===== src/pkg/geiu_map.vh =====
// Register map, field positions and reset values of the external pin interrupt unit
`ifndef GEIU_MAP_VH
`define GEIU_MAP_VH
`define GEIU_ADDR_W          32
`define GEIU_OFS_FLAGS       32'h4000A814
`define GEIU_OFS_CFG_A       32'h4000A860
`define GEIU_OFS_CFG_B       32'h4000A864
`define GEIU_OFS_CFG_C       32'h4000A868
`define GEIU_OFS_CFG_D       32'h4000A86C
`define GEIU_OFS_SEL_C       32'h4000BC14
`define GEIU_OFS_SEL_D       32'h4000BC18
`define GEIU_OFS_IRQ_MASK    32'h4000BC40
`define GEIU_FILT_BIT        8
`define GEIU_MODE_HI         7
`define GEIU_MODE_LO         5
`define GEIU_SEL_W           5
`define GEIU_SEL_C_RST       5'h0F
`define GEIU_SEL_D_RST       5'h10
`define GEIU_CFG_RST         9'h000
`define GEIU_MODE_OFF        3'h0
`define GEIU_MODE_RISE       3'h1
`define GEIU_MODE_FALL       3'h2
`define GEIU_MODE_BOTH       3'h3
`define GEIU_MODE_HIGH       3'h4
`define GEIU_MODE_LOW        3'h5
`define GEIU_FILT_LEN        3
`endif


===== src/rtl/geiu_filter.v =====
// Digital input filter: output follows input after a stable run of samples
`timescale 1ns/10ps
`include "geiu_map.vh"
module geiu_filter
(
  input  wire ref_clk_i,
  input  wire rst_i,
  input  wire enable_i,
  input  wire din_i,
  output wire dout_o
);
  reg [`GEIU_FILT_LEN-1:0] hist;
  reg                      held;
  always @(posedge ref_clk_i or posedge rst_i)
  begin
    if (rst_i)
    begin
      hist <= {`GEIU_FILT_LEN{1'b0}};
      held <= 1'b0;
    end
    else
    begin
      hist <= {hist[`GEIU_FILT_LEN-2:0], din_i};
      if (&hist)
        held <= 1'b1;
      else if (~|hist)
        held <= 1'b0;
    end
  end
  assign dout_o = enable_i ? held : din_i;
endmodule // geiu_filter


===== src/rtl/geiu_trigger.v =====
// Trigger detector for one channel
`timescale 1ns/10ps
`include "geiu_map.vh"
module geiu_trigger
(
  input  wire       ref_clk_i,
  input  wire       rst_i,
  input  wire [2:0] mode_i,
  input  wire       din_i,
  output reg        hit_o
);
  reg prev;
  always @(posedge ref_clk_i or posedge rst_i)
  begin
    if (rst_i)
      prev <= 1'b0;
    else
      prev <= din_i;
  end
  always @*
  begin
    case (mode_i)
      `GEIU_MODE_RISE: hit_o = din_i & ~prev;
      `GEIU_MODE_FALL: hit_o = ~din_i & prev;
      `GEIU_MODE_BOTH: hit_o = din_i ^ prev;
      `GEIU_MODE_HIGH: hit_o = din_i;
      `GEIU_MODE_LOW:  hit_o = ~din_i;
      default:         hit_o = 1'b0;
    endcase
  end
endmodule // geiu_trigger


===== src/rtl/geiu_top.v =====
// External pin interrupt unit: four channels, pin selectors, pending flags
// Summary of operation
// - Channels C and D select one of 24 pins; codes 0x18-0x1F reserved.
// - Selector C resets to 0x0F (PB7), selector D to 0x10 (PC0).
// - Bit 8 of each config enables digital input filtering before detection.
// - Trigger mode bits 7:5; value 0 disables the channel.
// - Mode 1 rising, 2 falling, 3 both edges.
// - Mode 4 high level, 5 low level; 6 and 7 reserved.
// - All four config registers reset to zero.
// - Pending flags A..D at bits 0..3; write one clears, zero keeps.
`timescale 1ns/10ps
`include "geiu_map.vh"
module geiu_top
(
  input  wire        ref_clk_i,
  input  wire        rst_i,
  input  wire [31:0] addr_i,
  input  wire [31:0] wdata_i,
  input  wire        wr_i,
  input  wire        rd_i,
  output reg  [31:0] rdata_o,
  input  wire [7:0]  port_a_i,
  input  wire [7:0]  port_b_i,
  input  wire [7:0]  port_c_i,
  input  wire        pin_interrupt_a_i,
  input  wire        pin_interrupt_b_i,
  output wire [3:0]  pending_o,
  output wire        irq_o
);
  // ***************************************************
  // Registers
  // ***************************************************
  reg  [8:0]             cfg [0:3];
  reg  [`GEIU_SEL_W-1:0] sel_c;
  reg  [`GEIU_SEL_W-1:0] sel_d;
  reg  [3:0]             pending;
  reg  [3:0]             irq_mask;
  wire [3:0]             raw;
  wire [3:0]             filt;
  wire [3:0]             hit;
  reg  [3:0]             next_pending;
  reg  [31:0]            next_rdata;
  integer                i;

  // Pin selector; reserved codes give a quiet low input
  function sel_pin;
    input [`GEIU_SEL_W-1:0] code;
    input [23:0]            pins;
    begin
      if (code[4:3] == 2'b11)
        sel_pin = 1'b0;
      else
        sel_pin = pins[code];
    end
  endfunction

  function hit_addr;
    input [31:0] a;
    input [31:0] ofs;
    begin
      hit_addr = (a == ofs);
    end
  endfunction

  assign raw[0] = pin_interrupt_a_i;
  assign raw[1] = pin_interrupt_b_i;
  assign raw[2] = sel_pin(sel_c, {port_c_i, port_b_i, port_a_i});
  assign raw[3] = sel_pin(sel_d, {port_c_i, port_b_i, port_a_i});

  // ***************************************************
  // Channels
  // ***************************************************
  genvar g;
  generate
    for (g = 0; g < 4; g = g + 1)
    begin : chan
      geiu_filter u_filt
      (
        .ref_clk_i (ref_clk_i),
        .rst_i     (rst_i),
        .enable_i  (cfg[g][`GEIU_FILT_BIT]),
        .din_i     (raw[g]),
        .dout_o    (filt[g])
      );
      geiu_trigger u_trig
      (
        .ref_clk_i (ref_clk_i),
        .rst_i     (rst_i),
        .mode_i    (cfg[g][`GEIU_MODE_HI:`GEIU_MODE_LO]),
        .din_i     (filt[g]),
        .hit_o     (hit[g])
      );
    end
  endgenerate

  // ***************************************************
  // Pending flags: set wins over clear
  // ***************************************************
  always @*
  begin
    next_pending = pending;
    if (wr_i && hit_addr(addr_i, `GEIU_OFS_FLAGS))
      next_pending = next_pending & ~wdata_i[3:0];
    next_pending = next_pending | hit;
  end

  // ***************************************************
  // Register writes
  // ***************************************************
  always @(posedge ref_clk_i or posedge rst_i)
  begin
    if (rst_i)
    begin
      for (i = 0; i < 4; i = i + 1)
        cfg[i] <= `GEIU_CFG_RST;
      sel_c    <= `GEIU_SEL_C_RST;
      sel_d    <= `GEIU_SEL_D_RST;
      pending  <= 4'h0;
      irq_mask <= 4'h0;
    end
    else
    begin
      pending <= next_pending;
      if (wr_i)
      begin
        if (hit_addr(addr_i, `GEIU_OFS_CFG_A))
          cfg[0] <= {wdata_i[8:5], 5'h00};
        if (hit_addr(addr_i, `GEIU_OFS_CFG_B))
          cfg[1] <= {wdata_i[8:5], 5'h00};
        if (hit_addr(addr_i, `GEIU_OFS_CFG_C))
          cfg[2] <= {wdata_i[8:5], 5'h00};
        if (hit_addr(addr_i, `GEIU_OFS_CFG_D))
          cfg[3] <= {wdata_i[8:5], 5'h00};
        if (hit_addr(addr_i, `GEIU_OFS_SEL_C))
          sel_c <= wdata_i[4:0];
        if (hit_addr(addr_i, `GEIU_OFS_SEL_D))
          sel_d <= wdata_i[4:0];
        if (hit_addr(addr_i, `GEIU_OFS_IRQ_MASK))
          irq_mask <= wdata_i[3:0];
      end
    end
  end

  // ***************************************************
  // Register reads
  // ***************************************************
  always @*
  begin
    next_rdata = 32'h00000000;
    case (addr_i)
      `GEIU_OFS_FLAGS:    next_rdata = {28'h0000000, pending};
      `GEIU_OFS_CFG_A:    next_rdata = {23'h000000, cfg[0]};
      `GEIU_OFS_CFG_B:    next_rdata = {23'h000000, cfg[1]};
      `GEIU_OFS_CFG_C:    next_rdata = {23'h000000, cfg[2]};
      `GEIU_OFS_CFG_D:    next_rdata = {23'h000000, cfg[3]};
      `GEIU_OFS_SEL_C:    next_rdata = {27'h0000000, sel_c};
      `GEIU_OFS_SEL_D:    next_rdata = {27'h0000000, sel_d};
      `GEIU_OFS_IRQ_MASK: next_rdata = {28'h0000000, irq_mask};
      default:            next_rdata = 32'h00000000;
    endcase
  end

  always @(posedge ref_clk_i or posedge rst_i)
  begin
    if (rst_i)
      rdata_o <= 32'h00000000;
    else if (rd_i)
      rdata_o <= next_rdata;
    else
      rdata_o <= 32'h00000000;
  end

  assign pending_o = pending;
  assign irq_o     = |(pending & irq_mask);
endmodule // geiu_top


===== config.mk =====
export PLATFORM = sky130hd
export DESIGN_NAME = geiu_top
export DESIGN_NICKNAME = d
export VERILOG_FILES = /design/src/rtl/geiu_filter.v /design/src/rtl/geiu_trigger.v /design/src/rtl/geiu_top.v
export VERILOG_INCLUDE_DIRS = /design/src /design/src/pkg
export SDC_FILE = /design/constraint.sdc
export NUM_CORES = 1
export LEC_CHECK = 0
export ABC_AREA = 1
export ABC_CLOCK_PERIOD_IN_PS = 4840
export BUFFER_PORTS_ARGS = -buffer_cell sky130_fd_sc_hd__buf_2
export CAP_MARGIN = 0
export CORE_MARGIN = 4
export CORE_UTILIZATION = 38
export DETAILED_ROUTE_END_ITERATION = 8
export SKIP_CTS_REPAIR_TIMING = 1
export SLEW_MARGIN = 5
export SYNTH_ARGS = -nofsm -noshare
export SYNTH_HDL_FRONTEND = slang
export SYNTH_SLANG_ARGS = --single-unit

===== constraint.sdc =====
create_clock -name ref_clk_i -period 4.84 [get_ports ref_clk_i]
set_input_delay 0.968 -clock ref_clk_i [delete_from_list [all_inputs] [get_ports ref_clk_i]]
set_output_delay 0.968 -clock ref_clk_i [all_outputs]
set_load 0.02 [all_outputs]

==> results.toml, run 1 <==
[hold_path]
hp-class = "flop to flop"
min_path_cells = 0
hold_start = "chan[3].u_filt.hist[1]"
min_to = "chan[3].u_filt.hist[2]"

[clock_network]
path_clk_slew_ns = 0.08
clockBufferDepth = 2
cts_tree = "done"
clk_latency_ns = 0.34
htreeDepth = 3
cts_buffers = 9
clock_sinks = 63
root_buffer = "clkbuf_8"

[synth]
synth_cell_types = 35
syn_inst = 520
avgSynthCellArea_um2 = 7.341
ys_seq_area_share_pct = 41.46
ys_seq_elements = 63
synth.largest_area_cell = "dfrtp_1"
netlist.area_leader.share_pct = 38.02
yosysWarningCount = 0
syn_area_um2 = 3817
yosys-top-cells-area = "dfrtp_1 (38%), nand2_1 (15%), nand3_1 (7.6%)"

[route]
highest_layer = "met4"
wl_per_cell_um = 13.30
ant_nets = 0
drt_iter0_markers = 238
num_vias = 3597
vias_per_cell = 4.828
routed_wl_mm = 9.912
wl_met2_mm = 4.829
dr_wl_met3_um = 509
wl_met1_mm = 4.460
drc = 0
drt_first_pass_iters = 4

[critical_path]
crit_fanout = 14
critical_path_required_ns = 5.11
arrival_ns = 3.01
r2r_slack_ns = 2.11
cp-startpoint = "sel_d[0]"
worst-r2r-cell-count = 18
path_class = "flop to flop"
cp_slowest_stage_delay_ns = 0.55
worstReg2RegStart = "sel_d[0]"
cp_num_buf_inv = 3
crit_path_end_kind = "flop"
critPathLaunchType = "flop"
crit_slowest_cell = "dfrtp_1"
path_cells = "inv_1, nand2_1, nand3_1, nand2_1, nand2_1, nand3_1, nand3_1, nand3_1, nand2_1, inv_1, ha_1, nand2_1, o21ai_0, o31ai_1, inv_1, o21ai_0, nand2_1, nand2_1"
r2r-end = "pending_o[3]"
cp_common_cell = "nand2_1"
critical-path-top-delay-family = "simple AND/OR/NAND/NOR gates"

[place]
portBuffers = 84
finalWeightedCongestion = 0.8282
dpl_worst_slack_ns = 2.022
post-dp-hpwl_mm = 7.657

[pwr]
power.leakage_uw = 0.002206
p_per_area_nw_per_um2 = 259.5
max-vdd-ir-drop_v = 0.0001420

[floorplan]
core_area_um2 = 9774
start_util_pct = 39.06
die_x_um = 108.2
rows = 36
pin_count = 131
fp.dieH_um = 108.2
die_area_um2 = 11710

[sta]
fin_setup_tns_ns = 0
finalCriticalPeriod_ns = 2.732
setup_viol = 0
clock-skew-final_ns = 0.009607
period_share_pct = 56.45
final_hold_viol_count = 0
slew_violations = 0
worst_pin_slew_ns = 0.7800
max_slew_margin_pct = 48.00
setup_ws_ns = 2.108
rsz0062_at_grt = "false"
max_freq_mhz = 366.0

[layout]
area_growth_pct = 17.96
nNetsFinal = 709
drive_gt1_share_pct = 20.75
diodes = 0

[flow_run]
max-cap-violations = 0

[global_route]
grt_overflow = 0
grt_max_degree = 64
antenna_found_initial = 0
track_usage_pct = 17.88
grt_pass1_wl_mm = 16.56
grt_pass1_vias = 3526

[run_status]
status = "completed"
worst max-delay path by stage:
| stage | end | depth (start not counted) | slack [ns] |
|---|---|---|---|
| final | pending_o[3] | 18 | 2.11 |
| after floorplan | cfg[14] | 1 | 2.31 |
| after CTS | pending_o[3] | 18 | 2.10 |
| after global placement | pending_o[3] | 18 | 2.07 |
| after global routing | pending_o[3] | 18 | 1.78 |
| after detailed placement | pending_o[3] | 18 | 2.02 |
layout make-up:
cell class	instances	area (um2)
clock inverters	7	96.34
well taps	133	166.4
flip-flops and latches	63	1583
clock buffers	9	123.9
fillers	1037	5271
inverters	66	247.7
multi-input cells	382	1858
repair buffers	85	427.9
through the flow:
stage / total power [uW] / area [um2] / utilization (%) / hold slack (ns) / std cells
after CTS: 1180 / 4503 / 46.07 / 0.4056 / 745
after global placement: 663.2 / 4283 / 43.82 / 0.3814 / 729
final: 1169 / 4503 / 46.07 / 0.4011 / 745
after global routing: 1225 / 4503 / 46.07 / 0.4122 / 745
after floorplan: 631.2 / 3900 / - / 0.3748 / 542
after detailed placement: 667.1 / 4283 / 43.82 / 0.3890 / 729
per-layer routing:
metal | vias to the layer above | global-route usage, %
met3 | 10 | 2.985
met2 | 99 | 30.33
met1 | 1673 | 23.39
met4 | 0 | 5.500
li1 | 1815 | -
met5 | - | 0
synth_stat cells (all sizes together):
cell / number
nand2: 158
inv: 66
nand3: 60
dfrtp: 58
nor2: 42
o21ai: 42
buf: 30
a21oi: 10
nor3: 9
ha: 8
nand4: 8
dfstp: 5
o221ai: 5
o211ai: 3
nand3b: 2
o2111ai: 2
o22ai: 2
o31ai: 2
a22oi: 1
a41oi: 1
clkbuf: 1
conb: 1
nor3b: 1
nor4: 1
or2: 1
xnor2: 1
registers in the layout, summed over array words and instances, names as in the netlist:
register / cells
chan.u_filt.hist: 12
cfg: 16
chan.u_filt.held: 4
sel_c: 5
irq_mask: 4
rdata_o: 9
chan.u_trig.prev: 4
sel_d: 5
pending_o: 4
kinds of logic (layout without fill, tap and decap cells):
family	count (synthesis)	after routing	share of synthesized area, %
compound gates	68	68	10.26
xor+xnor	1	1	0.2295
buf+inv	97	167	12.03
simple gates	282	282	33.30
flops	63	63	41.46
other cells	1	23	0.09823
fa+ha+maj	8	8	2.622
placed cells by master, fill, tap and decap left out, drive strengths merged:
cell,n
o31ai,2
nand3,60
clkinvlp,3
a21oi,10
a22oi,1
o21ai,42
inv,67
o2111ai,2
ha,8
o22ai,2
nand4,8
dfrtp,58
buf,85
xnor2,1
o221ai,5
nor3b,1
clkinv,1
nor3,9
a41oi,1
conb,23
o211ai,3
nand3b,2
nor2,42
clkbuf,9
dfstp,5
nand2,158
or2,1
bufinv,2
nor4,1
power by group:
part           switching (uW)  internal [uW]
registers                6.44            538
clock network             222            291
logic                    72.6           39.0
(Power assumes the default switching activity.)
==> run 2, diff against run 1 <==
--- a/config.mk
+++ b/config.mk
@@ -6,8 +6,8 @@
 export SDC_FILE = /design/constraint.sdc
 export NUM_CORES = 1
 export LEC_CHECK = 0
-export ABC_AREA = 1
-export ABC_CLOCK_PERIOD_IN_PS = 4840
+export ABC_AREA = 0
+export ABC_CLOCK_PERIOD_IN_PS = 2830
 export BUFFER_PORTS_ARGS = -buffer_cell sky130_fd_sc_hd__buf_2
 export CAP_MARGIN = 0
 export CORE_MARGIN = 4
==> constraint.sdc (replaced) <==
create_clock -name ref_clk_i -period 2.83 [get_ports ref_clk_i]
set_input_delay 0.566 -clock ref_clk_i [delete_from_list [all_inputs] [get_ports ref_clk_i]]
set_output_delay 0.566 -clock ref_clk_i [all_outputs]
set_load 0.02 [all_outputs]
==> run 2 against run 1 <==
Against the previous run: worst hold slack worse by 0.068 ns; synthesized cell count fell by 33%; maximum frequency is 2.7% higher; clock skew about the same; flip-flop and latch count is the same; final cell count fell by 21%; clock-buffer cell count is 1 higher; critical path type unchanged; critical endpoint is now pending_o[2].
==> results.toml, run 2 <==
[sta]
max_freq_mhz = 375.9
setup_viol = 0
setup_ws_ns = 0.1697
finalCriticalPeriod_ns = 2.660
worst_pin_slew_ns = 0.7772
period_share_pct = 94.00
slew_violations = 0
holdWs_ns = 0.3335
fin_setup_tns_ns = 0
rsz0062_at_grt = "true"
clock-skew-final_ns = 0.009302
final_hold_viol_count = 0
max_slew_margin_pct = 48.18

[floorplan]
die_x_um = 108.9
rows = 36
start_util_pct = 39.36
die_area_um2 = 11850
core_area_um2 = 9819
pin_count = 131
fp.dieH_um = 108.9

[synth]
netlist.area_leader.share_pct = 37.55
yosys-top-cells-area = "dfrtp_1 (38%), mux2_4 (7.0%), buf_4 (4.9%)"
async_flop_share_pct = 100.0
synthAdderAreaFrac_pct = 2.590
synth_compound_area_share_pct = 12.66
avgSynthCellArea_um2 = 11.04
syn_area_um2 = 3865
synth-edff-count = 0
synth_cell_types = 61
synth_top_family_by_area = "multiplexers"
synthFlopType = "dfrtp_1"
ys_top_cells_by_count = "dfrtp_1 (58), buf_4 (25), inv_1 (24)"
ys_seq_elements = 63
synth_xor_area_share_pct = 0.6798
synthSimpleGateAreaFrac_pct = 16.06
yosysWarningCount = 0
ys_seq_area_share_pct = 40.95
yosysMostFrequentCell = "dfrtp_1"
synthMuxAreaShare_pct = 18.39
synth.largest_area_cell = "dfrtp_1"
syn_inst = 350

[place]
dpl_worst_slack_ns = -0.03671
post-dp-hpwl_mm = 7.181
finalWeightedCongestion = 0.8274
portBuffers = 84
dpl-instance-area_um2 = 4390

[global_route]
grt_max_degree = 64
antenna_found_initial = 0
grt_overflow = 0
grt_pass1_wl_mm = 14.97
grt_pass1_vias = 3055
track_usage_pct = 16.37

[pwr]
finalPower_uw = 1876
power.share.sequential_pct = 49.7
max-vdd-ir-drop_v = 0.0001954
p_int_uw = 1396
p_switching_uw = 480.8
p_comb_share_pct = 9.7
clkPwrFrac_pct = 40.6
netSwitchingFraction_pct = 25.62
p_per_area_nw_per_um2 = 406.3
power.leakage_uw = 0.002214

[critical_path]
crit_path_end_kind = "flop"
crit_fanout = 6
cp_slowest_stage_delay_ns = 0.60
crit_slowest_cell = "dfstp_2"
path_cells = "mux4_2, o211ai_1, nand4_1, o21ai_2, inv_1, ha_1, nand2_1, o21ai_0, and3b_1, a211oi_1, o41ai_1"
critPathLaunchType = "flop"
critical_path_required_ns = 3.06
path_class = "flop to flop"
arrival_ns = 2.89
cp_num_buf_inv = 1
critical-path-top-delay-family = "compound AO/OA/AOI/OAI gates"

[route]
vias_per_cell = 5.067
drt_iter0_markers = 128
num_vias = 2969
drc = 0
drt_first_pass_iters = 4
wl_per_cell_um = 15.65
ant_nets = 0
routed_wl_mm = 9.168

[clock_network]
cts_tree = "done"
path_clk_slew_ns = 0.07
root_buffer = "clkbuf_8"
clockBufferDepth = 2
clock_sinks = 63
htreeDepth = 3
clk_latency_ns = 0.35
cts_buffers = 9

[layout]
register_area_um2 = 1584
reg.largest.list = "cfg x16, chan.u_filt.hist x12, rdata_o x9"
final_common_cell = "buf_2"
fillers = 959
drive_gt1_share_pct = 38.19
final_cell_mix = "buf_2 (84), dfrtp_1 (57), inv_1 (23), conb_1 (23)"
nNetsFinal = 550
regMostFlops = "cfg"
area_growth_pct = 19.49
design_area_um2 = 4618
largest_register_ffs = 16
diodes = 0
multi_input_area_um2 = 2041

[run_status]
status = "completed"

[flow_run]
max-cap-violations = 0

[hold_path]
hp-class = "input pin to flop"
run 2: through the flow:
stage          util [%]  cells
6_report          47.03    586
5_1_grt           47.03    586
4_1_cts           46.64    582
3_5_place_dp      44.71    566
3_3_place_gp      44.71    566
2_1_floorplan         -    372
run 2: cell type report:
class	count	area share [%]
well taps	133	3.603
inverters	24	1.951
repair buffers	101	11.87
multi-input cells	249	44.19
clock buffers	10	2.763
clock inverters	6	1.328
flip-flops and latches	63	34.30
run 2: metal layers:
layer  routed length [um]  GRT usage (%)  up-vias
li1                     -              -     1445
met1                 4147          22.23     1418
met2                 4262          25.64       90
met3                  612          3.079       16
met4                  146          6.943        0
met5                    0              0        -
run 2: power groups by stage:
stage | Clock, uW | Combinational [uW] | Sequential [uW]
finish | 763 | 181 | 932
global route | 815 | 206 | 935
CTS | 770 | 182 | 933
detailed placement | 0 | 182 | 949
global placement | 0 | 176 | 948
floorplan | 0 | 123 | 944
run 2: final timing paths:
path	start	to	slack, ns	cells after the start
max in group asynchronous	rst_i	sel_d[1]	1.84	3
hold reg to reg	chan[1].u_filt.hist[1]	chan[1].u_filt.hist[2]	0.38	0
setup / recovery	sel_c[1]	pending_o[2]	0.17	11
hold / removal	pin_interrupt_b_i	chan[1].u_filt.hist[0]	0.33	1
min in group asynchronous	rst_i	chan[0].u_filt.held	0.44	3
setup reg to reg	sel_c[1]	pending_o[2]	0.17	11
run 2: cells by family (layout without fill, tap and decap cells):
family / after synthesis / count (layout)
compound gates: 74 / 74
xor+xnor: 3 / 3
fa+ha+maj: 8 / 8
buf+inv: 60 / 141
flops: 63 / 63
mux: 53 / 53
other cells: 1 / 23
simple gates: 88 / 88
run 2: worst reg2reg max path, cell delays in order (launching register included):
cell and delay (ns):
dfstp_2 0.60, mux4_2 0.52, o211ai_1 0.18, nand4_1 0.21
o21ai_2 0.19, inv_1 0.07, ha_1 0.20, nand2_1 0.06
o21ai_0 0.06, and3b_1 0.18, a211oi_1 0.16, o41ai_1 0.10
==> run 3, diff against run 2 <==
--- a/config.mk
+++ b/config.mk
@@ -13,6 +13,7 @@
 export CORE_MARGIN = 4
 export CORE_UTILIZATION = 38
 export DETAILED_ROUTE_END_ITERATION = 8
+export MAX_ROUTING_LAYER = met4
 export SKIP_CTS_REPAIR_TIMING = 1
 export SLEW_MARGIN = 5
 export SYNTH_ARGS = -nofsm -noshare
==> run 3 against run 2 <==
Against the previous run: worst hold slack improved by 0.0022 ns; design area is the same; sequential share of layout area did not move; via count fell by 0.10%; wire length decreased by 0.27%; combinational power is essentially flat.
==> results.toml, run 3 (synthesized netlist as in run 2, its figures left out) <==
[route]
wl_per_cell_um = 15.60
drt_first_pass_iters = 4
routed_wl_mm = 9.143
vias_per_cell = 5.061
num_vias = 2966
ant_nets = 0
drc = 0
drt_iter0_markers = 120

[critical_path]
arrival_ns = 2.89
crit_slowest_cell = "dfstp_2"
r2r_slack_ns = 0.17
r2r-end = "pending_o[2]"
cp-startpoint = "sel_c[1]"
crit_fanout = 6
critical_path_required_ns = 3.06
crit_path_end_kind = "flop"
cp_slowest_stage_delay_ns = 0.60
worstReg2RegStart = "sel_c[1]"
path_class = "flop to flop"
path_cells = "mux4_2, o211ai_1, nand4_1, o21ai_2, inv_1, ha_1, nand2_1, o21ai_0, and3b_1, a211oi_1, o41ai_1"
worst-r2r-cell-count = 11
critPathLaunchType = "flop"

[layout]
largest_register_ffs = 16
area_growth_pct = 19.49
drive_gt1_share_pct = 38.19
reg.largest.list = "cfg x16, chan.u_filt.hist x12, rdata_o x9"
stdcell_count = 586
regMostFlops = "cfg"
final_cell_mix = "buf_2 (84), dfrtp_1 (57), inv_1 (23), conb_1 (23)"
register_area_um2 = 1584
diodes = 0
nNetsFinal = 550
final_common_cell = "buf_2"
multi_input_area_um2 = 2041
fillers = 959

[pwr]
p_switching_uw = 477.9
p_comb_share_pct = 9.7
power.leakage_uw = 0.002214
finalPower_uw = 1874
max-vdd-ir-drop_v = 0.0001954
clkPwrFrac_pct = 40.6
netSwitchingFraction_pct = 25.51
p_int_uw = 1396
power.share.sequential_pct = 49.8
p_per_area_nw_per_um2 = 405.7

[flow_run]
max-cap-violations = 0

[global_route]
grt_pass1_vias = 3061
met3_usage_pct = 2.605
track_usage_pct = 16.81
grt_use_met1_pct = 22.30
grt_max_degree = 64
use_met2_pct = 25.77
grt_pass1_wl_mm = 14.95
antenna_found_initial = 0
busiest_layer = "met2"
grt_overflow = 0

[clock_network]
clock_sinks = 63
path_clk_slew_ns = 0.07
clk_latency_ns = 0.35
htreeDepth = 3
cts_buffers = 9
root_buffer = "clkbuf_8"
clockBufferDepth = 2
cts_tree = "done"

[hold_path]
hp-class = "input pin to flop"
hold_start = "pin_interrupt_b_i"
min_path_cells = 1
min_to = "chan[1].u_filt.hist[0]"

[place]
portBuffers = 84
dp.cells = 566
dpl_worst_slack_ns = -0.03671
finalWeightedCongestion = 0.8400
post-dp-hpwl_mm = 7.181

[sta]
setup_ws_ns = 0.1697
slew_violations = 0
fin_setup_tns_ns = 0
max_slew_margin_pct = 48.32
max_freq_mhz = 375.9
rsz0062_at_grt = "true"
worst_pin_slew_ns = 0.7752
holdWs_ns = 0.3357
clock-skew-final_ns = 0.007873
finalCriticalPeriod_ns = 2.660
setup_viol = 0
final_hold_viol_count = 0
period_share_pct = 94.00

[floorplan]
pin_count = 131
core_area_um2 = 9819
start_util_pct = 39.36
die_x_um = 108.9
rows = 36
fp.dieH_um = 108.9
die_area_um2 = 11850

[run_status]
status = "completed"
[run 3: cell counts in the layout (fill, tap and decap cells not counted)]
Identical to the previous run, type by type.
[run 3: per-layer routing]
layer	part of all wire (%)	wire length, um
met5	0	0
met4	1.8	169
met3	5.3	489
met2	47	4274
met1	46	4209
[run 3: worst max-delay path, delay by kind of cell, from the launching register on]
family | cells | cell delay [ns]
DFF | 1 | 0.60
muxes | 1 | 0.52
buffers and inverters | 1 | 0.07
AOI/OAI and AO/OA | 5 | 0.68
adders and majority gates | 1 | 0.20
and+or+nand+nor | 3 | 0.46
[run 3: how the worst max path moves through the flow]
stage / depth (start not counted) / endpoint / slack [ns]
finish: 11 / pending_o[2] / 0.17
global route: 13 / pending_o[3] / -0.02
CTS: 13 / pending_o[3] / -0.04
detailed placement: 12 / pending_o[3] / -0.04
global placement: 12 / pending_o[3] / -0.007
floorplan: 12 / pending_o[2] / 0.19
[run 3: stage by stage]
step	area [um2]	util (%)
floorplan	3948	-
global placement	4390	44.71
detailed placement	4390	44.71
CTS	4579	46.64
global route	4618	47.03
finish	4618	47.03
[run 3: power groups by stage]
stage,clock network [uW],logic (uW),registers [uW]
2_1_floorplan,0,123,944
6_report,760,181,932
3_3_place_gp,0,176,948
3_5_place_dp,0,182,949
5_1_grt,815,206,935
4_1_cts,770,182,933
[run 3: cell type report]
cell class	count	area share, %
clock inverters	6	1.328
repair buffers	101	11.87
well taps	133	3.603
clock buffers	10	2.763
flip-flops and latches	63	34.30
inverters	24	1.951
multi-input cells	249	44.19
